[config.mk]
export PLATFORM = sky130hd
export DESIGN_NAME = trail_termination_monitor
export DESIGN_NICKNAME = d
export VERILOG_FILES = /design/src/rtl/trail_termination_monitor.v /design/src/rtl/byte_scrambler.v /design/src/rtl/perf_second.v
export VERILOG_INCLUDE_DIRS = /design/src /design/src/inc
export SDC_FILE = /design/constraint.sdc
export NUM_CORES = 1
export LEC_CHECK = 0
export ABC_AREA = 1
export BUFFER_PORTS_ARGS = -buffer_cell sky130_fd_sc_hd__buf_2
export CAP_MARGIN = 20
export CORE_MARGIN = 4
export CORE_UTILIZATION = 33
export CTS_CLUSTER_SIZE = 30
export DETAILED_ROUTE_END_ITERATION = 12
export MAX_ROUTING_LAYER = met4
export PLACE_DENSITY = 0.55
export SYNTH_ARGS = -nofsm -noshare
export SYNTH_HDL_FRONTEND = slang
export SYNTH_SLANG_ARGS = --single-unit
[constraint.sdc]
create_clock -name core_clk_i -period 4.53 [get_ports core_clk_i]
set_input_delay 0.2265 -clock core_clk_i [delete_from_list [all_inputs] [get_ports core_clk_i]]
set_output_delay 0.2265 -clock core_clk_i [all_outputs]
set_load 0.02 [all_outputs]
[src/inc/ttm_regs.vh]
/*
 * Constants for the trail termination monitor: frame byte positions,
 * overhead field layouts, alignment values and timing counts.
 * Assumes a byte-wide frame with all overhead at fixed positions.
 */
`ifndef TTM_REGS_VH
`define TTM_REGS_VH

// byte positions inside one frame
`define POS_PAT1   0
`define POS_PAT2   1
`define POS_TRACE  2
`define POS_EDC    3
`define POS_STAT   4
`define POS_LABEL  5
`define POS_PTR    6
`define POS_JUST   7
`define POS_FIRST  8

// frame alignment pattern bytes and the all-ones byte value
`define PAT1_VAL   8'hF6
`define PAT2_VAL   8'h28
`define ALL_ONES   8'hFF

// status byte fields
`define STAT_RDI   0
`define STAT_JPOS  1
`define STAT_JNEG  2
`define STAT_REI_HI 7
`define STAT_REI_LO 4

// pointer byte fields
`define PTR_NDF    7

// scrambler seed at the start of each frame
`define SCR_SEED   7'h7F

// supervision periods
`define LOF_FRAMES 4
`define LOP_FRAMES 8
`define UAS_SECS   10
`define SES_BLOCKS 30

// one-second tick: time in ms and clock rate in kHz
`define TICK_MS    1000
`define CLK_KHZ    50000

`endif

[src/rtl/trail_termination_monitor.v]
/*
 * Trail termination and adaptation for a byte-wide framed path:
 * source inserts overhead, scrambles and justifies; sink aligns,
 * descrambles, checks overhead, replaces failed data and grades seconds.
 * Assumes the client byte stream and elastic store flags are on core_clk_i,
 * while the received line byte comes from outside and is synchronised.
 */
// Functional notes
// - source puts the provisioned access point identifier in the trace byte.
// - sink compares received trace byte with expected one to catch misconnection.
// - source computes parity over each frame and inserts it next frame.
// - sink returns its parity violation count to the far source in status byte.
// - on a frame, pointer, all-ones, trace or label defect the sink outputs all-ones instead of data.
// - on a frame, pointer, all-ones, trace or label defect the return status byte carries the remote defect bit.
// - every detected defect is reported on its own output.
// - near-end block errors are counted per second.
// - far-end block errors from received remote error counts are counted per second.
// - a second with signal fail is flagged as a near-end defect second.
// - a second with received remote defect is flagged far-end defect second.
// - errored, severely errored and unavailable seconds are derived and reported.
// - frame found by pattern search, pointer checked; loss raised after set period.
// - alignment loss with all-ones input also raises the all-ones defect.
// - elastic store near overflow: justification byte carries data.
// - elastic store near underflow: first data position left unwritten.
// - source inserts payload label; sink checks it against expected label.
// - connection change sends new data flag only when generation follows switch.
// - with time switching the pointer generator sits before the matrix.
// - source scrambles frame contents; sink descrambles them.
`include "ttm_regs.vh"

module trail_termination_monitor #(
    parameter integer FRAME_LEN   = 16,
    parameter integer TIME_SWITCH = 0,
    parameter integer TICK_CYCLES = `TICK_MS * `CLK_KHZ
) (
    input  wire        core_clk_i,
    input  wire        rstn_i,
    input  wire [7:0]  tx_data_i,
    input  wire        store_near_full_i,
    input  wire        store_near_empty_i,
    input  wire        conn_change_i,
    input  wire [7:0]  access_point_i,
    input  wire [7:0]  payload_label_i,
    input  wire [7:0]  expected_trace_i,
    input  wire [7:0]  expected_label_i,
    input  wire [7:0]  line_rx_i,
    output reg  [7:0]  line_tx_o,
    output reg         tx_take_o,
    output reg  [7:0]  rx_data_o,
    output reg         rx_valid_o,
    output reg         loss_of_frame_o,
    output reg         loss_of_pointer_o,
    output reg         alarm_indication_signal_o,
    output reg         trace_mismatch_o,
    output reg         label_mismatch_o,
    output reg         remote_defect_indication_o,
    output wire [15:0] near_blocks_o,
    output wire        near_defect_sec_o,
    output wire        near_errored_second_o,
    output wire        near_severely_errored_second_o,
    output wire        near_unavailable_second_o,
    output wire [15:0] far_blocks_o,
    output wire        far_defect_sec_o,
    output wire        far_errored_second_o,
    output wire        far_severely_errored_second_o,
    output wire        far_unavailable_second_o
);
    localparam [2:0] ST_HUNT    = 3'b001;
    localparam [2:0] ST_PRESYNC = 3'b010;
    localparam [2:0] ST_SYNC    = 3'b100;

    // number of differing bits in a parity byte
    function [3:0] bit_count;
        input [7:0] v;
        integer i;
        begin
            bit_count = 4'h0;
            for (i = 0; i < 8; i = i + 1)
                bit_count = bit_count + {3'b000, v[i]};
        end
    endfunction

    // ---------------- source direction ----------------
    reg  [7:0] tx_pos;
    reg  [7:0] tx_raw;
    reg        tx_take;
    reg        jpos;
    reg        jneg;
    reg        ndf_pend;
    reg  [7:0] tx_bip_acc;
    reg  [7:0] tx_bip;
    reg  [3:0] rei_hold;
    reg        defect;
    wire [7:0] tx_scr;
    wire       tx_last = (tx_pos == FRAME_LEN - 1);

    // overhead and payload multiplexer for the current position
    always @* begin
        tx_take = 1'b0;
        case (tx_pos)
            `POS_PAT1:  tx_raw = `PAT1_VAL;
            `POS_PAT2:  tx_raw = `PAT2_VAL;
            `POS_TRACE: tx_raw = access_point_i;
            `POS_EDC:   tx_raw = tx_bip;
            `POS_STAT:  tx_raw = {rei_hold, 1'b0, jneg, jpos, defect};
            `POS_LABEL: tx_raw = payload_label_i;
            `POS_PTR:   tx_raw = {ndf_pend, 7'h00};
            `POS_JUST: begin
                tx_raw  = jpos ? tx_data_i : 8'h00;
                tx_take = jpos;
            end
            default: begin
                tx_raw  = (tx_pos == `POS_FIRST && jneg) ? 8'h00 : tx_data_i;
                tx_take = !(tx_pos == `POS_FIRST && jneg);
            end
        endcase
    end

    // everything past the alignment pattern is scrambled
    byte_scrambler u_tx_scr (
        .core_clk_i (core_clk_i),
        .rstn_i     (rstn_i),
        .restart_i  (tx_pos == `POS_PAT2),
        .advance_i  (tx_pos >= `POS_TRACE),
        .data_i     (tx_raw),
        .data_o     (tx_scr)
    );

    // source frame counter, justification decision and parity
    always @(posedge core_clk_i) begin
        if (!rstn_i) begin
            tx_pos     <= 8'h00;
            jpos       <= 1'b0;
            jneg       <= 1'b0;
            ndf_pend   <= 1'b0;
            tx_bip_acc <= 8'h00;
            tx_bip     <= 8'h00;
            line_tx_o  <= 8'h00;
            tx_take_o  <= 1'b0;
        end else begin
            tx_pos    <= tx_last ? 8'h00 : tx_pos + 8'h01;
            line_tx_o <= (tx_pos >= `POS_TRACE) ? tx_scr : tx_raw;
            tx_take_o <= tx_take;
            if (tx_pos == `POS_PAT1) begin
                jpos <= store_near_full_i;
                jneg <= store_near_empty_i && !store_near_full_i;
            end
            // parity over the transmitted bytes, inserted in the next frame;
            // line_tx_o lags tx_pos by one, so the frame closes at position 0
            if (tx_pos == 8'h00) begin
                tx_bip     <= tx_bip_acc ^ line_tx_o;
                tx_bip_acc <= 8'h00;
            end else begin
                tx_bip_acc <= tx_bip_acc ^ line_tx_o;
            end
            // new data flag only when the generator follows the switch
            if (conn_change_i && TIME_SWITCH == 0)
                ndf_pend <= 1'b1;
            else if (tx_pos == `POS_PTR)
                ndf_pend <= 1'b0;
        end
    end

    // ---------------- sink direction ----------------
    reg  [7:0] rx_s1;
    reg  [7:0] rx_s2;
    reg  [7:0] rx_prev;
    reg  [7:0] rx_pos;
    reg  [2:0] state;
    reg  [2:0] bad_cnt;
    reg  [3:0] lop_cnt;
    reg  [7:0] ones_cnt;
    reg  [7:0] rx_bip_acc;
    reg  [7:0] rx_bip;
    reg        bip_ok;
    reg        rx_jpos;
    reg        rx_jneg;
    reg        near_err;
    reg        far_err;
    wire [7:0] rx_desc;
    wire       rx_last  = (rx_pos == FRAME_LEN - 1);
    wire       in_sync  = (state == ST_SYNC);
    wire       pat_ok   = (rx_prev == `PAT1_VAL) && (rx_s2 == `PAT2_VAL);
    wire [3:0] bip_errs = bit_count(rx_desc ^ rx_bip);

    // line byte arrives from outside the clock domain
    always @(posedge core_clk_i) begin
        if (!rstn_i) begin
            rx_s1   <= 8'h00;
            rx_s2   <= 8'h00;
            rx_prev <= 8'h00;
        end else begin
            rx_s1   <= line_rx_i;
            rx_s2   <= rx_s1;
            rx_prev <= rx_s2;
        end
    end

    byte_scrambler u_rx_scr (
        .core_clk_i (core_clk_i),
        .rstn_i     (rstn_i),
        .restart_i  (rx_pos == `POS_PAT2),
        .advance_i  (rx_pos >= `POS_TRACE),
        .data_i     (rx_s2),
        .data_o     (rx_desc)
    );

    // frame alignment: hunt for pattern, confirm once, drop after bad run
    always @(posedge core_clk_i) begin
        if (!rstn_i) begin
            state           <= ST_HUNT;
            rx_pos          <= 8'h00;
            bad_cnt         <= 3'h0;
            loss_of_frame_o <= 1'b1;
        end else begin
            rx_pos <= rx_last ? 8'h00 : rx_pos + 8'h01;
            case (state)
                ST_HUNT: begin
                    if (pat_ok) begin
                        state  <= ST_PRESYNC;
                        rx_pos <= 8'h02;
                    end
                end
                ST_PRESYNC: begin
                    if (rx_pos == `POS_PAT2) begin
                        state   <= pat_ok ? ST_SYNC : ST_HUNT;
                        bad_cnt <= 3'h0;
                        if (pat_ok)
                            loss_of_frame_o <= 1'b0;
                    end
                end
                ST_SYNC: begin
                    if (rx_pos == `POS_PAT2) begin
                        if (pat_ok) begin
                            bad_cnt <= 3'h0;
                        end else if (bad_cnt == `LOF_FRAMES - 1) begin
                            state           <= ST_HUNT;
                            loss_of_frame_o <= 1'b1;
                        end else begin
                            bad_cnt <= bad_cnt + 3'h1;
                        end
                    end
                end
                default: state <= ST_HUNT;
            endcase
        end
    end

    // overhead checks on the descrambled bytes
    always @(posedge core_clk_i) begin
        if (!rstn_i) begin
            ones_cnt                   <= 8'h00;
            alarm_indication_signal_o  <= 1'b0;
            lop_cnt                    <= 4'h0;
            loss_of_pointer_o          <= 1'b0;
            trace_mismatch_o           <= 1'b0;
            label_mismatch_o           <= 1'b0;
            remote_defect_indication_o <= 1'b0;
            rx_bip_acc                 <= 8'h00;
            rx_bip                     <= 8'h00;
            bip_ok                     <= 1'b0;
            rei_hold                   <= 4'h0;
            rx_jpos                    <= 1'b0;
            rx_jneg                    <= 1'b0;
            near_err                   <= 1'b0;
            far_err                    <= 1'b0;
        end else begin
            near_err <= 1'b0;
            far_err  <= 1'b0;
            // run of all-ones bytes, a frame long, while alignment is lost
            if (rx_s2 != `ALL_ONES)
                ones_cnt <= 8'h00;
            else if (ones_cnt != FRAME_LEN)
                ones_cnt <= ones_cnt + 8'h01;
            alarm_indication_signal_o <= loss_of_frame_o && (ones_cnt == FRAME_LEN);
            // parity of the received frame, checked against next frame
            if (rx_last) begin
                rx_bip     <= rx_bip_acc ^ rx_s2;
                rx_bip_acc <= 8'h00;
                bip_ok     <= in_sync;
            end else begin
                rx_bip_acc <= rx_bip_acc ^ rx_s2;
            end
            if (!in_sync) begin
                bip_ok                     <= 1'b0;
                remote_defect_indication_o <= 1'b0;
            end else begin
                case (rx_pos)
                    `POS_TRACE: trace_mismatch_o <= (rx_desc != expected_trace_i);
                    `POS_LABEL: label_mismatch_o <= (rx_desc != expected_label_i);
                    `POS_EDC: begin
                        rei_hold <= bip_ok ? bip_errs : 4'h0;
                        near_err <= bip_ok && (bip_errs != 4'h0);
                    end
                    `POS_STAT: begin
                        far_err <= (rx_desc[`STAT_REI_HI:`STAT_REI_LO] != 4'h0);
                        remote_defect_indication_o <= rx_desc[`STAT_RDI];
                        rx_jpos <= rx_desc[`STAT_JPOS];
                        rx_jneg <= rx_desc[`STAT_JNEG];
                    end
                    `POS_PTR: begin
                        // offset must land inside the payload area
                        if (rx_desc[6:0] < FRAME_LEN - `POS_FIRST) begin
                            lop_cnt           <= 4'h0;
                            loss_of_pointer_o <= 1'b0;
                        end else if (lop_cnt == `LOP_FRAMES - 1) begin
                            loss_of_pointer_o <= 1'b1;
                        end else begin
                            lop_cnt <= lop_cnt + 4'h1;
                        end
                    end
                    default: ;
                endcase
            end
        end
    end

    // signal fail and data replacement toward the client
    always @(posedge core_clk_i) begin
        if (!rstn_i) begin
            defect     <= 1'b1;
            rx_data_o  <= `ALL_ONES;
            rx_valid_o <= 1'b0;
        end else begin
            defect <= loss_of_frame_o | loss_of_pointer_o | alarm_indication_signal_o |
                      trace_mismatch_o | label_mismatch_o;
            rx_data_o <= defect ? `ALL_ONES : rx_desc;
            rx_valid_o <= (rx_pos == `POS_JUST) ? rx_jpos :
                          (rx_pos >= `POS_FIRST) && !(rx_pos == `POS_FIRST && rx_jneg);
        end
    end

    // ---------------- one-second grading ----------------
    reg [25:0] tick_cnt;
    reg        tick;

    always @(posedge core_clk_i) begin
        if (!rstn_i) begin
            tick_cnt <= 26'h0000000;
            tick     <= 1'b0;
        end else begin
            tick     <= (tick_cnt == TICK_CYCLES - 1);
            tick_cnt <= (tick_cnt == TICK_CYCLES - 1) ? 26'h0000000 : tick_cnt + 26'h0000001;
        end
    end

    perf_second u_near (
        .core_clk_i   (core_clk_i),
        .rstn_i       (rstn_i),
        .tick_i       (tick),
        .err_i        (near_err),
        .defect_i     (defect),
        .count_o      (near_blocks_o),
        .defect_sec_o (near_defect_sec_o),
        .es_o         (near_errored_second_o),
        .ses_o        (near_severely_errored_second_o),
        .uas_o        (near_unavailable_second_o)
    );

    perf_second u_far (
        .core_clk_i   (core_clk_i),
        .rstn_i       (rstn_i),
        .tick_i       (tick),
        .err_i        (far_err),
        .defect_i     (remote_defect_indication_o),
        .count_o      (far_blocks_o),
        .defect_sec_o (far_defect_sec_o),
        .es_o         (far_errored_second_o),
        .ses_o        (far_severely_errored_second_o),
        .uas_o        (far_unavailable_second_o)
    );
endmodule // trail_termination_monitor

[src/rtl/byte_scrambler.v]
/*
 * Frame-synchronous byte scrambler, polynomial x^7 + x^6 + 1.
 * Assumes the caller restarts it once per frame and advances it once
 * for each byte that is scrambled; the same module descrambles.
 */
`include "ttm_regs.vh"

module byte_scrambler (
    input  wire       core_clk_i,
    input  wire       rstn_i,
    input  wire       restart_i,
    input  wire       advance_i,
    input  wire [7:0] data_i,
    output wire [7:0] data_o
);
    reg [6:0] state;
    reg [6:0] walk;
    reg [7:0] keystream;
    integer   k;

    // eight steps of the generator, first bit lands in the msb
    always @* begin
        walk = state;
        keystream = 8'h00;
        for (k = 7; k >= 0; k = k - 1) begin
            keystream[k] = walk[6];
            walk = {walk[5:0], walk[6] ^ walk[5]};
        end
    end

    assign data_o = data_i ^ keystream;

    // generator state: reseeded per frame, stepped per byte
    always @(posedge core_clk_i) begin
        if (!rstn_i || restart_i) begin
            state <= `SCR_SEED;
        end else if (advance_i) begin
            state <= walk;
        end
    end
endmodule // byte_scrambler

[src/rtl/perf_second.v]
/*
 * Per-second performance collector for one end (near or far).
 * Assumes one block error pulse per block at most and a one-cycle
 * tick that closes each second.
 */
`include "ttm_regs.vh"

module perf_second #(
    parameter integer CW         = 16,
    parameter integer SES_BLOCKS = `SES_BLOCKS,
    parameter integer UAS_SECS   = `UAS_SECS
) (
    input  wire          core_clk_i,
    input  wire          rstn_i,
    input  wire          tick_i,
    input  wire          err_i,
    input  wire          defect_i,
    output reg  [CW-1:0] count_o,
    output reg           defect_sec_o,
    output reg           es_o,
    output reg           ses_o,
    output reg           uas_o
);
    reg  [CW-1:0] cnt;
    reg           dflag;
    reg  [7:0]    run;
    wire          ses_now = (cnt >= SES_BLOCKS) || dflag;

    // running count and defect flag; an event on the tick opens the new second
    always @(posedge core_clk_i) begin
        if (!rstn_i) begin
            cnt   <= {CW{1'b0}};
            dflag <= 1'b0;
        end else if (tick_i) begin
            cnt   <= err_i ? {{(CW-1){1'b0}}, 1'b1} : {CW{1'b0}};
            dflag <= defect_i;
        end else begin
            if (err_i && cnt != {CW{1'b1}})
                cnt <= cnt + {{(CW-1){1'b0}}, 1'b1};
            if (defect_i)
                dflag <= 1'b1;
        end
    end

    // latch the closed second and grade it
    always @(posedge core_clk_i) begin
        if (!rstn_i) begin
            count_o      <= {CW{1'b0}};
            defect_sec_o <= 1'b0;
            es_o         <= 1'b0;
            ses_o        <= 1'b0;
            uas_o        <= 1'b0;
            run          <= 8'h00;
        end else if (tick_i) begin
            count_o      <= cnt;
            defect_sec_o <= dflag;
            es_o         <= (cnt != {CW{1'b0}}) || dflag;
            ses_o        <= ses_now;
            // unavailable after a run of severe seconds, back after a run of non-severe ones
            if (ses_now != uas_o) begin
                if (run == UAS_SECS - 1) begin
                    uas_o <= ses_now;
                    run   <= 8'h00;
                end else begin
                    run <= run + 8'h01;
                end
            end else begin
                run <= 8'h00;
            end
        end
    end
endmodule // perf_second

==> results.json, run 1 <==
{
  "cts.sinks": 258,
  "layout_commonest_cell": "nand2_1",
  "dp.cells": 2285,
  "drcViolationCount": 0,
  "dr.pass1.iters": 4,
  "post_drt_wl_per_cell_um": 13.35,
  "n_fill_cell": 3885,
  "clkSlewWorstSetupHoldPaths_ns": 0.06,
  "comb_power_share_pct": 12.0,
  "ant_nets": 0,
  "cp.arrival_ns": 4.33,
  "grt_pass1_wl_um": 52080,
  "cp-end-kind": "flip-flop",
  "grt_usage_pct": 15.47,
  "grt_overflow": 0,
  "synth_top_area_cell": "dfxtp_1",
  "syn_inst": 1700,
  "multi_input_area_um2": 6152,
  "design_area_um2": 14720,
  "cts_buffers": 30,
  "synth_edf_count": 0,
  "slew_viol_final": 0,
  "cts_tree": "built",
  "cts_buffer_depth": 3,
  "num_rows": 70,
  "die-width_um": 202.3,
  "worst_pin_slew_ns": 0.7890,
  "nNetsFinal": 1909,
  "synthArstFlopShare_pct": 0,
  "drv_cap": 0,
  "finalClockSkew_ns": 0.008216,
  "synth_top_area_share_pct": 41.45,
  "rsz0062_at_grt": "false",
  "grt_max_degree": 64,
  "placed_cell_area_um2": 13480,
  "antenna_found_initial": 0,
  "fmax_mhz": 258.4,
  "p_per_area_nw_per_um2": 394.4,
  "path_class": "reg -> reg",
  "r2r-start": "u_rx_scr.state[6]",
  "sw_frac_of_total_pct": 25.07,
  "dp_hpwl_um": 23050,
  "cts_max_level": 1,
  "p_leak_nw": 6.560,
  "p_int_mw": 4.351,
  "worst_hold_path_type": "in -> reg",
  "totalPowerFinal_mw": 5.806,
  "setup_viol_count_final": 0,
  "regArea_um2": 5166,
  "worstPathMaxFanout": 5,
  "flow.area_growth_from_synthesis_pct": 18.17,
  "vias": 10940,
  "yosys_warnings": 0,
  "ys_seq_area_share_pct": 41.45,
  "pwr-share-seq_pct": 41.6,
  "vias_per_cell": 4.653,
  "hold_violations": 0,
  "synth.distinct_cells": 52,
  "p_clk_share_pct": 46.4,
  "io_pins": 117,
  "root_buffer": "clkbuf_16",
  "layout_common_cells": "nand2_1 (302), dfxtp_1 (257), nor2_1 (232), inv_1 (228), buf_2 (115)",
  "tns_ns": 0,
  "synthTopCellsByArea": "dfxtp_1 (41%), nand2_1 (9.1%), nor2_1 (7.0%), inv_1 (6.9%), nand3_1 (4.4%)",
  "insertion_delay_ns": 0.55,
  "die_area_um2": 40930,
  "worst_setup_path_start_kind": "flip-flop",
  "die_y_um": 202.3,
  "whs_ns": 0.05544,
  "grt_pass1_vias": 10420,
  "syn-num-nets": 1784,
  "min_from": "expected_trace_i[0]",
  "startpoint": "u_rx_scr.state[6]",
  "period_share_pct": 85.41,
  "antenna_cells": 0,
  "first_iter_violations": 559,
  "core-area_um2": 36960,
  "outcome": "complete, no violations",
  "gp_congestion": 0.9064,
  "final.min_clock_period_ns": 3.869,
  "initial_core_util_pct": 33.71,
  "maxSlewHeadroom_pct": 47.34,
  "synth_area_um2": 12460,
  "cp_data_required_time_ns": 4.99,
  "ctsHoldBuffers": 12,
  "synth.avg_cell_area_um2": 7.329,
  "switchingPower_mw": 1.456,
  "port_buffers": 116,
  "ctsResizeCount": 0,
  "final_cells": 2352,
  "peakVddDrop_mv": 0.2431,
  "ys_ff_latch": 258,
  "layout-drive-gt1-share_pct": 14.12,
  "postCtsSetupBuffers": 0,
  "wl_um": 31390,
  "synth_flop_cell": "dfxtp_1"
}
[cells in the mapped netlist (20+ instances only)]
cell type / count
ha_1: 27
nand3_1: 109
xor2_1: 50
dfxtp_1: 258
inv_1: 228
a21oi_1: 104
o21ai_0: 95
nand4_1: 45
nor2_1: 233
nor3_1: 37
nand2_1: 302
xnor2_1: 20
clkbuf_1: 23
[cell type report]
class,count,area share (%)
sequential,258,35.09
clock buffer,42,5.957
clock inverter,13,1.657
timing repair buffer,134,5.082
inverter,241,6.144
tap,504,4.283
multi-input combinational,1160,41.79
[metal layers]
layer,GRT usage (%),wire length [um],vias up
met3,2.423,1313,48
met4,3.686,724,0
met1,21.11,15480,4947
met2,24.25,13870,222
met5,-,0,-
li1,-,-,5726
[power by group through the flow]
stage	clock network (mW)	registers (mW)	logic (mW)
6_report	2.69	2.41	0.699
5_1_grt	2.87	2.42	0.804
4_1_cts	2.79	2.41	0.706
3_5_place_dp	0	2.46	0.694
3_3_place_gp	0	2.46	0.684
2_1_floorplan	0	2.46	0.512
[flip-flops by register name, indices dropped and copies added, names as in the netlist, 7 cells and up]
signal / flops
rx_bip: 8
u_near.run: 8
rx_pos: 8
rx_bip_acc: 8
rx_prev: 8
u_far.cnt: 16
u_tx_scr.state: 7
u_near.count_o: 16
tick_cnt: 26
u_rx_scr.state: 7
line_tx_o: 8
tx_pos: 8
rx_s2: 8
u_near.cnt: 16
u_far.count_o: 16
rx_s1: 8
rx_data_o: 8
tx_bip_acc: 8
tx_bip: 8
u_far.run: 8
ones_cnt: 8
[stage by stage]
stage,util [%],setup WS [ns]
after floorplan,-,0.9226
after global placement,36.48,0.7695
after detailed placement,36.48,0.6738
final,39.83,0.6607
after global routing,39.83,0.4111
after CTS,39.83,0.6505
[logic make-up after synthesis]
| logic type | synth area share [%] |
|---|---|
| DFF | 41.45 |
| buffers and inverters | 9.188 |
| AOI/OAI and AO/OA | 10.62 |
| and+or+nand+nor | 30.46 |
| xor gates and xnor gates | 4.921 |
| adders and majority gates | 3.354 |
[worst paths after layout]
check                     end  slack (ns)  depth (start not counted)
min          trace_mismatch_o        0.06                          5
max reg2reg          near_err        0.66                         15
max                  near_err        0.66                         15
min reg2reg          rx_s2[3]        0.41                          2
[critical path: stages (launching register included)]
cell and delay, ns:
dfxtp_1 0.38, inv_1 0.09, nand2_1 0.09, nand2_1 0.08, nand2_1 0.07, nand2_1 0.16, xnor2_1 0.20, fa_1 0.54
inv_1 0.06, fa_1 0.51, fa_1 0.55, inv_1 0.04, ha_1 0.21, fa_1 0.50, nor2_1 0.05, a311oi_1 0.24
(Power assumes the default switching activity.)
==> run 2: changes to the inputs <==
PLACE_DENSITY = 0.52   (was 0.55)
==> results.json, run 2 (synthesis results as in run 1) <==
{
  "outcome": "complete, no violations",
  "crit_end": "near_err",
  "layout-drive-gt1-share_pct": 13.80,
  "post_drt_wl_per_cell_um": 13.17,
  "layout_commonest_cell": "nand2_1",
  "p_leak_nw": 6.473,
  "peakVddDrop_mv": 0.2745,
  "crit_chain": "inv_1 -> nand2_1 -> nand2_1 -> nand2_1 -> nand2_1 -> xnor2_1 -> fa_1 -> inv_1 -> fa_1 -> fa_1 -> inv_1 -> ha_1 -> fa_1 -> nor2_1 -> a311oi_1",
  "cp_data_required_time_ns": 4.99,
  "p_per_area_nw_per_um2": 373.0,
  "period_share_pct": 85.49,
  "ant_nets": 0,
  "rsz0062_at_grt": "false",
  "flow.area_growth_from_synthesis_pct": 16.65,
  "final.min_clock_period_ns": 3.873,
  "worst_pin_slew_ns": 0.7901,
  "gp_congestion": 0.8848,
  "insertion_delay_ns": 0.56,
  "clkSlewWorstSetupHoldPaths_ns": 0.06,
  "antenna_cells": 0,
  "finalClockSkew_ns": 0.01802,
  "io_pins": 117,
  "first_iter_violations": 486,
  "grt_pass1_wl_um": 50880,
  "n_fill_cell": 3901,
  "cts_buffer_depth": 3,
  "cp-end-kind": "flip-flop",
  "cts.sinks": 258,
  "nNetsFinal": 1907,
  "grt_usage_pct": 15.11,
  "worst_setup_path_start_kind": "flip-flop",
  "core-area_um2": 36960,
  "num_rows": 70,
  "cp.arrival_ns": 4.33,
  "slew_viol_final": 0,
  "cts_max_level": 1,
  "setup_viol_count_final": 0,
  "drcViolationCount": 0,
  "vias_per_cell": 4.623,
  "tns_ns": 0,
  "hold_violations": 0,
  "r2r-start": "u_rx_scr.state[6]",
  "grt_max_degree": 66,
  "port_buffers": 116,
  "die-width_um": 202.3,
  "slowest_delay_ns": 0.55,
  "fmax_mhz": 258.2,
  "final_cells": 2345,
  "initial_core_util_pct": 33.71,
  "min_path_cells": 5,
  "path_class": "reg -> reg",
  "die_area_um2": 40930,
  "dp_hpwl_um": 22860,
  "maxSlewHeadroom_pct": 47.27,
  "startpoint": "u_rx_scr.state[6]",
  "worstPathMaxFanout": 5,
  "die_y_um": 202.3,
  "cp_slowest_cell": "fa_1",
  "postCtsSetupBuffers": 0,
  "cts_tree": "built",
  "layout_common_cells": "nand2_1 (302), dfxtp_1 (257), nor2_1 (232), inv_1 (228), buf_2 (115)",
  "wl_um": 30890,
  "dp.cells": 2284,
  "vias": 10840,
  "drv_cap": 0,
  "worst_hold_path_type": "in -> reg",
  "root_buffer": "clkbuf_16",
  "antenna_found_initial": 0,
  "dr.pass1.iters": 5,
  "r2r_setup_slack_ns": 0.66,
  "grt_overflow": 0,
  "cts_buffers": 30,
  "worstReg2RegEnd": "near_err",
  "largest_reg_flops": 26,
  "top_register": "tick_cnt",
  "worstRegToRegCells": 15,
  "grt_pass1_vias": 10170
}
==> run 2: cell types whose count changed in the layout (fill, tap and decap cells not counted) <==
cell | before | now
clkinv_4 | 1 | 0
bufinv_16 | 7 | 1
buf_4 | 7 | 6
clkbuf_8 | 6 | 7
dlygate4sd3_1 | 12 | 11
clkbuf_1 | 5 | 6
==> run 2: how the worst min path moves through the flow <==
stage,start,slack [ns],to
after floorplan,line_rx_i[0],0.32,rx_s1[0]
after global placement,rx_s1[4],0.40,rx_s2[4]
after detailed placement,rx_s1[3],0.40,rx_s2[3]
after CTS,expected_label_i[7],0.03,label_mismatch_o
after global routing,expected_label_i[7],0.08,label_mismatch_o
final,expected_trace_i[0],0.07,trace_mismatch_o
==> run 2: report_power, final <==
part / internal, mW / leakage, nW / switching, mW / total, mW
Combinational: 0.260 / 3.91 / 0.435 / 0.695
Clock: 1.40 / 0.473 / 0.911 / 2.31
Sequential: 2.35 / 2.09 / 0.0619 / 2.41
==> run 2: through the flow <==
step	power [mW]	worst slack, ns	cell area (um^2)	hold slack [ns]	util, %
CTS	5.518	0.6459	14530	0.03165	39.32
global placement	3.144	0.7473	13470	0.3977	36.46
floorplan	2.972	0.9226	12460	0.3241	-
detailed placement	3.150	0.6416	13470	0.3965	36.46
global route	5.709	0.3600	14530	0.08425	39.32
finish	5.421	0.6575	14530	0.07177	39.32
==> run 2: cell type report <==
class                      count  area [um^2]  area share (%)
tap                          504        630.6           4.339
multi-input combinational   1160         6152           42.33
inverter                     241        904.6           6.224
sequential                   258         5166           35.55
clock inverter                 6        55.05          0.3788
timing repair buffer         132        730.7           5.028
clock buffer                  44        894.6           6.155
==> run 2: timing repair <==
item	CTS	global route
resized for setup	0	0
hold endpoints to repair	11	0
hold buffers	11	0
==> run 2: metal layers <==
metal  share of wire (%)  GRT usage (%)  vias up
met1                  49          20.38     4883
li1                    -              -     5715
met2                  44          23.85      193
met3                 4.3          2.214       50
met4                 2.5          4.074        0
met5                   0              -        -
==> run 2: worst max-delay path, delay by kind of cell, from the launching register on <==
kind | cells | cell delay [ns]
adders and majority gates | 5 | 2.31
and+or+nand+nor | 5 | 0.45
DFF | 1 | 0.37
AOI/OAI and AO/OA | 1 | 0.26
xor gates and xnor gates | 1 | 0.20
buffers and inverters | 3 | 0.18
==> run 3: changes to the inputs <==
ABC_AREA = default   (was 1)
PLACE_DENSITY = 0.53   (was 0.52)
==> results.json, run 3 <==
{
  "synth_edf_count": 0,
  "layout-drive-gt1-share_pct": 14.62,
  "synth.distinct_cells": 76,
  "nNetsFinal": 1462,
  "ant_nets": 0,
  "slowest_delay_ns": 0.54,
  "crit_chain": "xnor2_1 -> xor2_1 -> xnor2_1 -> fa_1 -> inv_1 -> fa_1 -> fa_1 -> inv_1 -> ha_1 -> fa_1 -> xnor2_1 -> or3b_1 -> a21oi_1",
  "insertion_delay_ns": 0.55,
  "synth_commonest_cells": "dfxtp_1 (258), nor2_1 (191), nand2_1 (77), xnor2_1 (77), xor2_1 (54)",
  "post-route-util_pct": 39.96,
  "period_share_pct": 89.66,
  "vias_per_cell": 4.917,
  "num_rows": 68,
  "fmax_mhz": 246.2,
  "drv_cap": 0,
  "min_from": "tx_data_i[6]",
  "yosys_warnings": 0,
  "vias": 9130,
  "dp_hpwl_um": 19770,
  "whs_endpoint": "line_tx_o[6]",
  "min_path_cells": 3,
  "worstPathMaxFanout": 4,
  "antenna_cells": 0,
  "worstRegToRegCells": 13,
  "die_area_um2": 37950,
  "final.min_clock_period_ns": 4.062,
  "hold_violations": 0,
  "rsz0062_at_grt": "false",
  "r2r_setup_slack_ns": 0.47,
  "ys_ff_latch": 258,
  "synth_flop_cell": "dfxtp_1",
  "cts.sinks": 258,
  "setup_viol_count_final": 0,
  "synth_most_common_cell": "dfxtp_1",
  "clkSlewWorstSetupHoldPaths_ns": 0.06,
  "root_buffer": "clkbuf_16",
  "synth_top_area_share_pct": 44.85,
  "syn_inst": 1265,
  "flow.area_growth_from_synthesis_pct": 19.54,
  "tns_ns": 0,
  "post_drt_wl_per_cell_um": 15.22,
  "antenna_found_initial": 1,
  "layout_common_cells": "dfxtp_1 (257), nor2_1 (191), buf_2 (116), xnor2_1 (77), nand2_1 (77)",
  "synthArstFlopShare_pct": 0,
  "path_class": "reg -> reg",
  "cts_max_level": 1,
  "cp_data_required_time_ns": 5.00,
  "p_per_area_nw_per_um2": 428.6,
  "wl_um": 28260,
  "die-width_um": 194.8,
  "synth_area_um2": 11520,
  "worst_pin_slew_ns": 0.9284,
  "worst_setup_path_start_kind": "flip-flop",
  "timing.final.ws_setup_ns": 0.4684,
  "cts_tree": "built",
  "dr.pass1.iters": 4,
  "slew_viol_final": 0,
  "cts_buffer_depth": 3,
  "r2r-start": "u_rx_scr.state[5]",
  "postCtsSetupBuffers": 0,
  "grt_max_degree": 48,
  "gp_congestion": 0.8396,
  "largest_reg_flops": 26,
  "worst_hold_path_type": "in -> reg",
  "finalClockSkew_ns": 0.01780,
  "pre_cts_ws_ns": 0.4886,
  "drcViolationCount": 0,
  "layout_commonest_cell": "dfxtp_1",
  "p_leak_nw": 5.227,
  "peakVddDrop_mv": 0.3687,
  "grt_pass1_vias": 8779,
  "dp.cells": 1787,
  "n_fill_cell": 3476,
  "port_buffers": 116,
  "top_register": "tick_cnt",
  "cp.arrival_ns": 4.53,
  "first_iter_violations": 480,
  "outcome": "complete, no violations",
  "cp_slowest_cell": "fa_1",
  "core-area_um2": 34460,
  "synth_top_area_cell": "dfxtp_1",
  "synthTopCellsByArea": "dfxtp_1 (45%), nor2_1 (6.2%), xnor2_1 (5.9%), mux2i_1 (4.4%), xor2_1 (4.1%)",
  "maxSlewHeadroom_pct": 37.69,
  "final_cells": 1857,
  "die_y_um": 194.8,
  "crit_path_frequent_cell": "fa_1",
  "grt_usage_pct": 14.92,
  "io_pins": 117,
  "cts_buffers": 30,
  "cp-end-kind": "flip-flop",
  "syn-num-nets": 1349,
  "worstReg2RegEnd": "rei_hold[2]",
  "grt_overflow": 0,
  "initial_core_util_pct": 33.42,
  "ys_seq_area_share_pct": 44.85,
  "grt_pass1_wl_um": 46620,
  "synth.avg_cell_area_um2": 9.105
}
-- run 3: worst max-delay path, delay by kind of cell, from the launching register on --
| family | cells | cell delay [ns] |
|---|---|---|
| xor gates and xnor gates | 4 | 0.81 |
| buffers and inverters | 2 | 0.09 |
| adders and majority gates | 5 | 2.21 |
| AOI/OAI and AO/OA | 1 | 0.14 |
| and+or+nand+nor | 1 | 0.37 |
| DFF | 1 | 0.36 |
-- run 3: how the worst max path moves through the flow --
stage                       from           to  slack [ns]  cells past startpoint
3_5_place_dp   u_rx_scr.state[5]  rei_hold[2]        0.49                     13
5_1_grt        u_rx_scr.state[5]  rei_hold[2]        0.25                     13
6_report       u_rx_scr.state[5]  rei_hold[2]        0.47                     13
3_3_place_gp   u_rx_scr.state[5]  rei_hold[2]        0.52                     13
4_1_cts        u_rx_scr.state[5]  rei_hold[2]        0.47                     13
2_1_floorplan  u_rx_scr.state[5]  rei_hold[2]        0.47                     13
-- run 3: metrics by stage --
step / hold WS, ns / instance area [um^2] / total power, mW
finish: 0.02095 / 13770 / 5.901
global route: 0.03438 / 13770 / 6.174
CTS: 0.003068 / 13770 / 5.991
detailed placement: 0.4193 / 12490 / 3.221
global placement: 0.4199 / 12490 / 3.207
floorplan: 0.3538 / 11520 / 3.013
-- run 3: layout make-up --
cell class	count	area [um^2]	share of cell area, %
Sequential cell	258	5166	37.52
Inverter	33	123.9	0.8997
Multi-Input combinational cell	914	5971	43.37
Clock inverter	18	272.8	1.981
Clock buffer	38	862.1	6.261
Timing Repair Buffer	141	803.3	5.834
Tap cell	455	569.3	4.135
-- run 3: cell families (layout without fill, tap and decap cells) --
| family | count (synthesis) | after routing | synth area share (%) |
|---|---|---|---|
| buffers and inverters | 93 | 230 | 3.313 |
| AND/OR/NAND/NOR | 517 | 517 | 23.05 |
| multiplexers | 51 | 51 | 4.432 |
| XOR/XNOR | 131 | 131 | 9.962 |
| flip-flops | 258 | 258 | 44.85 |
| adder cells (fa/ha/maj) | 31 | 31 | 3.628 |
| AO/OA/AOI/OAI | 184 | 184 | 10.77 |
-- run 3: repair_timing --
action / in CTS / in global routing
resized for setup: 0 / 0
hold buffers: 14 / 0
hold endpoints to repair: 14 / 0
-- run 3: layer usage --
metal,vias up,part of all wire (%),GRT usage (%)
met5,-,0,-
met4,0,1.8,3.258
met3,36,4.2,2.375
met2,170,44,22.99
met1,4282,50,20.82
li1,4642,-,-
-- run 3: power by group --
group          switching [mW]  internal [mW]  leakage, nW
sequential             0.0772           2.35         2.09
clock                   0.988           1.74        0.557
combinational           0.427          0.322         2.58
total                    1.49           4.41         5.23
